## config.mk

```make
export PLATFORM = sky130hd
export DESIGN_NAME = atss_sequencer
export DESIGN_NICKNAME = d
export VERILOG_FILES = /design/src/hw/atss_pkg.sv /design/src/hw/atss_sequencer.sv
export SDC_FILE = /design/constraint.sdc
export NUM_CORES = 1
export LEC_CHECK = 0
export CAP_MARGIN = 30
export CORE_ASPECT_RATIO = 0.7
export CORE_MARGIN = 2
export CORE_UTILIZATION = 35
export DETAILED_ROUTE_END_ITERATION = 12
export DONT_BUFFER_PORTS = 1
export PLACE_DENSITY = 0.57
export REMOVE_ABC_BUFFERS = 1
export SYNTH_ARGS = -nofsm -noshare
export SYNTH_HDL_FRONTEND = slang
export SYNTH_SLANG_ARGS = --single-unit
```

## constraint.sdc

```tcl
create_clock -name clk_sys -period 2.9 [get_ports clk_sys]
set_input_delay 0.29 -clock clk_sys [delete_from_list [all_inputs] [get_ports clk_sys]]
set_output_delay 0.29 -clock clk_sys [all_outputs]
set_load 0.03 [all_outputs]
```

## src/hw/atss_pkg.sv

```systemverilog
package atss_pkg;

    // register word indices; byte address is four times the index
    localparam logic [31:0] ATSS_IDX_CONFIG   = 32'h4000_1058;
    localparam logic [31:0] ATSS_IDX_CHANNEL  = 32'h4000_1059;
    localparam logic [31:0] ATSS_IDX_CONTROL  = 32'h4000_105A;
    localparam logic [31:0] ATSS_IDX_IRQFLAG  = 32'h4000_105B;
    localparam logic [31:0] ATSS_IDX_RESULT   = 32'h4000_105C;
    localparam logic [31:0] ATSS_IDX_THERMAL  = 32'h4000_105D;
    localparam logic [31:0] ATSS_IDX_CHGCOUNT = 32'h4000_105F;

    // control, flag and thermal register bit positions
    localparam int ATSS_BIT_GO       = 0;
    localparam int ATSS_BIT_TKPWR    = 3;
    localparam int ATSS_BIT_BUSY     = 4;
    localparam int ATSS_BIT_CHARGING = 5;
    localparam int ATSS_BIT_END      = 7;
    localparam int ATSS_BIT_IRQ      = 7;
    localparam int ATSS_BIT_THPWR    = 7;

    // reset values
    localparam logic [7:0] ATSS_RST_CONFIG  = 8'h20;
    localparam logic [7:0] ATSS_RST_CONTROL = 8'h00;
    localparam logic [7:0] ATSS_RST_CHGCNT  = 8'h00;
    localparam logic [3:0] ATSS_RST_CHANNEL = 4'h0;

    // timing, in converter clocks or system clocks
    localparam logic [7:0] ATSS_SAMPLE_CLKS = 8'h04;
    localparam logic [7:0] ATSS_CONV_CLKS   = 8'h0C;
    localparam logic [7:0] ATSS_GAP_CLKS    = 8'h01;
    localparam logic [7:0] ATSS_DISCH_SHORT = 8'h08;
    localparam logic [7:0] ATSS_DISCH_LONG  = 8'h0E;
    localparam logic [7:0] ATSS_CHG_LONG_AT = 8'h80;
    localparam logic [2:0] ATSS_DIV_ZERO_AS = 3'h4;

    // channel routing constants
    localparam logic [3:0] ATSS_CH_TEMP    = 4'hF;
    localparam logic [3:0] ATSS_AIN_ZERO   = 4'h0;
    localparam logic [3:0] ATSS_AIN_ONE    = 4'h1;
    localparam logic [3:0] ATSS_AIN_TWO    = 4'h2;
    localparam logic [3:0] ATSS_AIN_THREE  = 4'h3;
    localparam logic [11:0] ATSS_DIFF_MID  = 12'h800;

    // converter configuration fields
    typedef struct packed {
        logic [1:0] clkDiv;
        logic [1:0] gain;
        logic       testMode;
        logic       diffSel;
        logic       bufEn;
        logic       power;
    } atss_cfg_s;

    // controls towards the analog front end and electrodes
    typedef struct packed {
        logic [3:0] posSel;
        logic [3:0] negSel;
        logic       diffSel;
        logic       tempSel;
        logic       power;
        logic       bufEn;
        logic [1:0] gain;
        logic       thermPower;
        logic       sample;
        logic       convert;
        logic       charge;
        logic       discharge;
    } atss_ana_s;

    // sequencer states
    typedef enum logic [5:0] {
        ST_IDLE   = 6'b000001,
        ST_CHARGE = 6'b000010,
        ST_DISCH  = 6'b000100,
        ST_SAMPLE = 6'b001000,
        ST_CONV   = 6'b010000,
        ST_GAP    = 6'b100000
    } atss_state_e;

endpackage : atss_pkg

```

## src/hw/atss_sequencer.sv

```systemverilog
// Notes on behaviour
// start bit begins, reads one, self-clears
// four sample clocks, then twelve conversion
// one extra clock between back-to-back conversions
// converter clock is system clock divided by divider
// differential channel 0: input zero minus two
// differential channel 1: input one minus three
// differential result offset-coded around 0x800
// 12-bit result stored in result register
// channel 15 routes temperature sensor
// touch and conversion control share one register
// status bit 5 shows capacitor charging
// status bit 4 shows touch measurement busy
// control bit 3 enables touch engine
// control bit 7 shows conversion ended
// charge count is 8-bit system clocks
// discharge 8 clocks below 128, else 14
// writing charge count starts touch measurement
// software should program charge count >= 0x10
// control write clears end-of-conversion flag
// completion sets end-of-conversion flag
// software selects channel, starts, waits, repeats
// flag in bit 7 of own register
// touch phases charge, discharge, convert in order
//
// Local design decision: register access over Avalon-MM.
`timescale 1ns/1ps
module atss_sequencer
    import atss_pkg::*;
(
    // clock and reset
    input  wire logic        clk_sys,
    input  wire logic        reset,
    // avalon-mm slave
    input  wire logic [31:0] avs_address,
    input  wire logic        avs_read,
    input  wire logic        avs_write,
    input  wire logic [31:0] avs_writedata,
    input  wire logic [3:0]  avs_byteenable,
    output logic      [31:0] avs_readdata,
    output logic             avs_waitrequest,
    // converter data from the analog front end
    input  wire logic [11:0] anaData,
    // analog front end and electrode controls
    output atss_ana_s        anaCtrl
);

    ////////////////////////////////////////////////////////////////////////
    // state and registers
    atss_state_e state_r, stateNxt;
    atss_cfg_s   cfg_r;
    logic [3:0]  chan_r;
    logic        therm_r;
    logic        goBit_r, goNxt;
    logic        tkEn_r;
    logic        convEnd_r;
    logic        irqFlag_r;
    logic [7:0]  chgCnt_r;
    logic        touchPend_r, touchRun_r;
    logic [11:0] result_r;
    logic [11:0] dataSync1_r, dataSync2_r;
    logic [7:0]  phCnt_r, phCntNxt;
    logic [2:0]  divCnt_r;
    logic        waitReq_r;
    logic [31:0] rdData_r;
    atss_ana_s   ana_r, anaNxt;

    ////////////////////////////////////////////////////////////////////////
    // bus decode
    wire         req      = avs_read | avs_write;
    wire         acc      = req & ~waitReq_r;
    wire         wrLane   = avs_write & acc & avs_byteenable[0];
    wire  [7:0]  wByte    = avs_writedata[7:0];
    wire         selCfg   = avs_address == ATSS_IDX_CONFIG;
    wire         selChan  = avs_address == ATSS_IDX_CHANNEL;
    wire         selCtrl  = avs_address == ATSS_IDX_CONTROL;
    wire         selIrq   = avs_address == ATSS_IDX_IRQFLAG;
    wire         selRes   = avs_address == ATSS_IDX_RESULT;
    wire         selTherm = avs_address == ATSS_IDX_THERMAL;
    wire         selCnt   = avs_address == ATSS_IDX_CHGCOUNT;
    // shared control register
    wire         wrCtrl   = wrLane & selCtrl;
    wire         wrCnt    = wrLane & selCnt;

    // end flag, R12 busy, R11 charging, R13 enable
    wire  [7:0]  ctrlRd   = {convEnd_r, 1'b0, state_r == ST_CHARGE,
                             touchRun_r, tkEn_r, 2'b00, goBit_r};
    wire  [31:0] rdMux    =
        selCfg   ? {24'h00_0000, cfg_r}                    :
        selChan  ? {28'h000_0000, chan_r}                  :
        selCtrl  ? {24'h00_0000, ctrlRd}                   :
        selIrq   ? {24'h00_0000, irqFlag_r, 7'h00}         :
        selRes   ? {20'h0_0000, result_r}                  :
        selTherm ? {24'h00_0000, therm_r, 7'h00}           :
                   32'h0000_0000;

    ////////////////////////////////////////////////////////////////////////
    // converter clock divider
    // divider scales system clock
    wire  [2:0]  divisor  = (cfg_r.clkDiv == 2'b00) ? ATSS_DIV_ZERO_AS
                                                    : {1'b0, cfg_r.clkDiv};
    wire         adcPhase = state_r inside {ST_SAMPLE, ST_CONV, ST_GAP};
    wire         tick     = adcPhase & (divCnt_r == divisor - 3'h1);
    wire         step     = adcPhase ? tick
                                     : (state_r inside {ST_CHARGE, ST_DISCH});
    wire         last     = step & (phCnt_r == 8'h01);
    wire         done     = (state_r == ST_CONV) & last;

    // discharge length from charge count
    wire  [7:0]  dischLen = (chgCnt_r >= ATSS_CHG_LONG_AT) ? ATSS_DISCH_LONG
                                                           : ATSS_DISCH_SHORT;
    // charge count, zero treated as one clock
    wire  [7:0]  chgLen   = (chgCnt_r == 8'h00) ? 8'h01 : chgCnt_r;

    ////////////////////////////////////////////////////////////////////////
    // sequencer next state
    always_comb begin
        stateNxt = state_r;
        phCntNxt = step ? phCnt_r - 8'h01 : phCnt_r;
        unique case (state_r)
            ST_IDLE: begin
                // count write launches touch run
                if (touchPend_r && tkEn_r) begin
                    stateNxt = ST_CHARGE;
                    phCntNxt = chgLen;
                // start bit launches conversion
                end else if (goBit_r) begin
                    stateNxt = ST_SAMPLE;
                    phCntNxt = ATSS_SAMPLE_CLKS;
                end
            end
            // charge, then discharge, then convert
            ST_CHARGE: begin
                if (last) begin
                    stateNxt = ST_DISCH;
                    phCntNxt = dischLen;
                end
            end
            ST_DISCH: begin
                if (last) begin
                    stateNxt = ST_SAMPLE;
                    phCntNxt = ATSS_SAMPLE_CLKS;
                end
            end
            // four sample clocks, twelve conversion clocks
            ST_SAMPLE: begin
                if (last) begin
                    stateNxt = ST_CONV;
                    phCntNxt = ATSS_CONV_CLKS;
                end
            end
            ST_CONV: begin
                if (last) begin
                    stateNxt = ST_GAP;
                    phCntNxt = ATSS_GAP_CLKS;
                end
            end
            // one converter clock before next start
            ST_GAP: begin
                // go already pending and no touch run waiting: next sample follows the gap at once
                if (last && goBit_r && !(touchPend_r && tkEn_r)) begin
                    stateNxt = ST_SAMPLE;
                    phCntNxt = ATSS_SAMPLE_CLKS;
                end else if (last) begin
                    stateNxt = ST_IDLE;
                end
            end
        endcase
    end

    // go bit set by write, cleared at done
    assign goNxt = (wrCtrl && wByte[ATSS_BIT_GO]) ? 1'b1 :
                   done                           ? 1'b0 : goBit_r;

    ////////////////////////////////////////////////////////////////////////
    // analog routing
    // differential pairs; R9 temperature channel
    always_comb begin
        anaNxt            = '0;
        anaNxt.diffSel    = cfg_r.diffSel;
        anaNxt.posSel     = chan_r;
        anaNxt.negSel     = ATSS_AIN_ZERO;
        if (cfg_r.diffSel) begin
            anaNxt.posSel = chan_r[0] ? ATSS_AIN_ONE : ATSS_AIN_ZERO;
            anaNxt.negSel = chan_r[0] ? ATSS_AIN_THREE : ATSS_AIN_TWO;
        end
        anaNxt.tempSel    = ~cfg_r.diffSel & (chan_r == ATSS_CH_TEMP);
        anaNxt.power      = cfg_r.power;
        anaNxt.bufEn      = cfg_r.bufEn;
        anaNxt.gain       = cfg_r.gain;
        anaNxt.thermPower = therm_r;
        anaNxt.sample     = stateNxt == ST_SAMPLE;
        anaNxt.convert    = stateNxt == ST_CONV;
        anaNxt.charge     = stateNxt == ST_CHARGE;
        anaNxt.discharge  = stateNxt == ST_DISCH;
    end

    ////////////////////////////////////////////////////////////////////////
    // bus handshake: one wait cycle per access
    always_ff @(posedge clk_sys or posedge reset) begin
        if (reset) begin
            waitReq_r <= 1'b1;
            rdData_r  <= 32'h0000_0000;
        end else begin
            waitReq_r <= ~(req & waitReq_r);
            rdData_r  <= (avs_read & waitReq_r) ? rdMux : rdData_r;
        end
    end

    // software-written settings
    always_ff @(posedge clk_sys or posedge reset) begin
        if (reset) begin
            cfg_r    <= ATSS_RST_CONFIG;
            chan_r   <= ATSS_RST_CHANNEL;
            therm_r  <= 1'b0;
            tkEn_r   <= 1'b0;
            chgCnt_r <= ATSS_RST_CHGCNT;
        end else begin
            if (wrLane && selCfg) cfg_r <= wByte;
            if (wrLane && selChan) chan_r <= wByte[3:0];
            if (wrLane && selTherm) therm_r <= wByte[ATSS_BIT_THPWR];
            // touch enable
            if (wrCtrl) tkEn_r <= wByte[ATSS_BIT_TKPWR];
            if (wrCnt) chgCnt_r <= wByte;
        end
    end

    // sequencer and status
    always_ff @(posedge clk_sys or posedge reset) begin
        if (reset) begin
            state_r     <= ST_IDLE;
            phCnt_r     <= 8'h00;
            divCnt_r    <= 3'h0;
            goBit_r     <= 1'b0;
            convEnd_r   <= 1'b0;
            touchPend_r <= 1'b0;
            touchRun_r  <= 1'b0;
        end else begin
            state_r     <= stateNxt;
            phCnt_r     <= phCntNxt;
            divCnt_r    <= (tick || !adcPhase || stateNxt != state_r)
                           ? 3'h0 : divCnt_r + 3'h1;
            goBit_r     <= goNxt;
            // cleared on start, set on done
            convEnd_r   <= done | (convEnd_r & (stateNxt != ST_SAMPLE));
            touchPend_r <= (wrCnt & tkEn_r)
                         | (touchPend_r & (stateNxt != ST_CHARGE));
            // busy from charge start until done
            touchRun_r  <= (stateNxt == ST_CHARGE) | (touchRun_r & ~done);
        end
    end

    // flag set at done, R19 control write clears it
    always_ff @(posedge clk_sys or posedge reset) begin
        if (reset) begin
            irqFlag_r <= 1'b0;
        end else begin
            irqFlag_r <= done | (irqFlag_r & ~wrCtrl);
        end
    end

    // data synchroniser and result capture
    // R7 12-bit result, offset code kept as delivered
    always_ff @(posedge clk_sys or posedge reset) begin
        if (reset) begin
            dataSync1_r <= 12'h000;
            dataSync2_r <= 12'h000;
            result_r    <= 12'h000;
        end else begin
            dataSync1_r <= anaData;
            dataSync2_r <= dataSync1_r;
            if (done) result_r <= dataSync2_r;
        end
    end

    // front end controls
    always_ff @(posedge clk_sys or posedge reset) begin
        if (reset) begin
            ana_r <= '0;
        end else begin
            ana_r <= anaNxt;
        end
    end

    assign avs_waitrequest = waitReq_r;
    assign avs_readdata    = rdData_r;
    assign anaCtrl         = ana_r;

    logic [4:0] tickSeen_r;
    logic [3:0] sysSeen_r;
    always_ff @(posedge clk_sys or posedge reset) begin
        if (reset) begin
            tickSeen_r <= 5'h00;
            sysSeen_r  <= 4'h0;
        end else begin
            tickSeen_r <= (stateNxt != state_r) ? 5'h00
                          : tickSeen_r + {4'h0, tick};
            sysSeen_r  <= (stateNxt != state_r) ? 4'h0 : sysSeen_r + 4'h1;
        end
    end
endmodule : atss_sequencer

```

==> results.json <==
{
  "status": "finished clean",
  "place.gp.congestion": 0.881,
  "cts_buffer_depth": 2,
  "post-route-util_pct": 40.3,
  "slew_violations": 0,
  "worstMarginPinSlew_ps": 809,
  "leakagePower_uw": 0.00259,
  "finalNetCount": 549,
  "post-route-drc-count": 0,
  "synth.yosys.seq_area_share_pct": 53.8,
  "crit_type": "reg2reg",
  "area_growth_pct": 11.6,
  "slew_headroom_pct": 45.3,
  "period_needed_ps": 2700,
  "required_ps": 3140,
  "cp_max_fo": 9,
  "period_share_pct": 93.2,
  "worstSetupEndpointType": "register",
  "synth_cells": 448,
  "pre_cts_ws_ps": 188,
  "grt_pass1_wl_um": 18400,
  "cap_viol_max_count": 0,
  "dr.pass1.iters": 4,
  "grt_max_degree": 110,
  "syn-cell-area_um2": 5070,
  "dp_cells": 626,
  "die_w_um": 148,
  "grt_pass1_vias": 3359,
  "pwr_density_cell_nw_per_um2": 704,
  "vias_per_cell": 5.15,
  "yosysWarnings": 0,
  "fp.coreArea_um2": 14100,
  "rsz0062_at_grt": "no",
  "setup_violations": 0,
  "cp.arrival_ps": 2940,
  "clkSlewWorstSetupHoldPaths_ps": 80,
  "fin_worst_skew_ps": 11.0,
  "diodes": 0,
  "ys.flop_type": "dfrtp_1",
  "boundaryPins": 136,
  "tritoncts": "done",
  "vias": 3376,
  "grt_overflow_total": 0,
  "postLayoutCellArea_um2": 5660,
  "cts_root_buf": "clkbuf_16",
  "die_y_um": 105,
  "fin_ws_ps": 198,
  "antenna_found_initial": 0,
  "layout.area.seq_um2": 2730,
  "critPathLaunchType": "register",
  "cts_resized": 0,
  "dpl_cell_area_um2": 5210,
  "clock_latency_ps": 350,
  "vdd_ir_drop_max_mv": 0.298,
  "hold_viol_final": 0,
  "multi_input_area_um2": 2130,
  "wire_per_inst_um": 17.1,
  "hpwl_um": 8290,
  "drt_iter0_drc": 204,
  "grt_use_total_pct": 15.0,
  "clkSinkCount": 109,
  "nFillCells": 1385,
  "drive_gt1_share_pct": 18.1,
  "finalNonFillerCells": 655,
  "initial_core_util_pct": 36.1,
  "numCtsBuffers": 9,
  "min_path_type": "in2reg",
  "num_rows": 36,
  "ys_ff_latch": 109,
  "portBuffers": 0,
  "ys_types": 70,
  "detail-route-antenna-nets": 0,
  "finalWirelength_um": 11200,
  "fmax_mhz": 370,
  "syn_avg_cell_area_um2": 11.3,
  "ys_async_sr_fraction_pct": 100,
  "setup_tns_ps": 0,
  "r2r_setup_slack_ps": 200,
  "cts_max_level": 3,
  "dieArea_um2": 15500,
  "synth_edf_count": 0
}
## cells in the mapped netlist (5+ instances only)
cell type / instances / area share (%)
dfrtp_1: 106 / 52
nand2_1: 39 / 2.9
mux2_2: 34 / 7.5
buf_4: 27 / 4.0
nor2_1: 25 / 1.8
o21ai_0: 22 / 2.2
a21oi_1: 18 / 1.8
nand3_1: 13 / 1.3
inv_1: 10 / 0.74
xor2_1: 10 / 1.7
clkbuf_1: 8 / 0.59
mux2i_1: 8 / 1.6
a22o_1: 7 / 1.2
nor3_1: 7 / 0.69
nor2b_1: 6 / 0.74
nor4_1: 6 / 0.74
a31oi_1: 5 / 0.62
buf_2: 5 / 0.49
ha_1: 5 / 1.2
## cells by family (layout without fill, tap and decap cells)
group | count (synthesis) | in the layout | synth area share, %
AOI/OAI and AO/OA | 88 | 88 | 12.0
and+or+nand+nor | 138 | 138 | 15.2
buffers and inverters | 50 | 46 | 5.82
other | 1 | 22 | 0.0739
adders and majority gates | 5 | 5 | 1.23
xor gates and xnor gates | 14 | 14 | 2.42
DFF | 109 | 109 | 53.8
muxes | 43 | 43 | 9.42
## path summary, 6_finish.rpt
| path | start | endpoint | depth (start not counted) |
|---|---|---|---|
| setup / recovery | cfg_r[6]$_DFFE_PP0P_ | touchPend_r$_DFF_PP0_ | 9 |
| hold / removal | avs_read | avs_waitrequest$_DFF_PP1_ | 1 |
| setup reg to reg | cfg_r[6]$_DFFE_PP0P_ | touchPend_r$_DFF_PP0_ | 9 |
| hold reg to reg | dataSync1_r[0]$_DFF_PP0_ | dataSync2_r[0]$_DFF_PP0_ | 0 |
| max in group asynchronous | reset | state_r[1]$_DFF_PP0_ | 3 |
| min in group asynchronous | reset | anaCtrl[5]$_DFF_PP0_ | 3 |
## layout by cell type (no fill, tap or decap), types with 5 or more instances in the layout
cell type,count
a21oi_1,18
a22o_1,7
a31oi_1,5
buf_4,5
clkbuf_16,9
conb_1,22
dfrtp_1,106
dlygate4sd3_1,13
ha_1,5
inv_1,9
mux2_2,34
mux2i_1,8
nand2_1,39
nand3_1,13
nor2_1,25
nor2b_1,6
nor3_1,7
nor4_1,6
o21ai_0,22
xor2_1,10
## flip-flops by register name (all words and copies together) (netlist names), 3 cells and up
| signal | count |
|---|---|
| dataSync2_r | 12 |
| anaCtrl | 16 |
| dataSync1_r | 12 |
| cfg_r | 3 |
| phCnt_r | 8 |
| state_r | 6 |
| avs_readdata | 12 |
| chan_r | 4 |
| anaNxt | 5 |
| divCnt_r | 3 |
| result_r | 12 |
| chgCnt_r | 8 |
## where the power goes
| group | internal (uW) | switching [uW] |
|---|---|---|
| registers | 1660 | 130 |
| clock network | 630 | 644 |
| logic | 365 | 564 |
## what timing repair did
action,in CTS,in global routing
buffers inserted,0,0
hold endpoints to repair,91,0
hold buffers,13,0
endpoints found under the setup margin,0,0
## through the flow
stage	total power, uW	hold slack [ps]
detailed placement	2720	321
floorplan	2480	321
CTS	4010	33.0
global placement	2710	321
global route	4190	27.0
finish	3990	37.3
## final cells by class
class	instances	share of cell area (%)
Clock buffer	9	3.98
Clock inverter	7	1.66
Inverter	10	0.707
Multi-Input combinational cell	310	37.6
Sequential cell	109	48.2
Tap cell	190	4.20
Timing Repair Buffer	20	3.67
## worst max-delay path, cell delays in order (launching register included)
cell	delay (ps)
dfrtp_1	400
inv_1	80
ha_1	300
xor2_1	180
o21ai_2	100
o311ai_4	560
nand2_4	140
mux2_4	360
nand4bb_4	220
a22o_1	240
## routing by layer
metal  wire [um]  global-route usage [%]
met1        5450                    22.7
met2        5050                    21.3
met3         617                    3.71
met4          91                    3.95
met5           0                       0
Note: power is estimated with default switching activity, not from simulation.
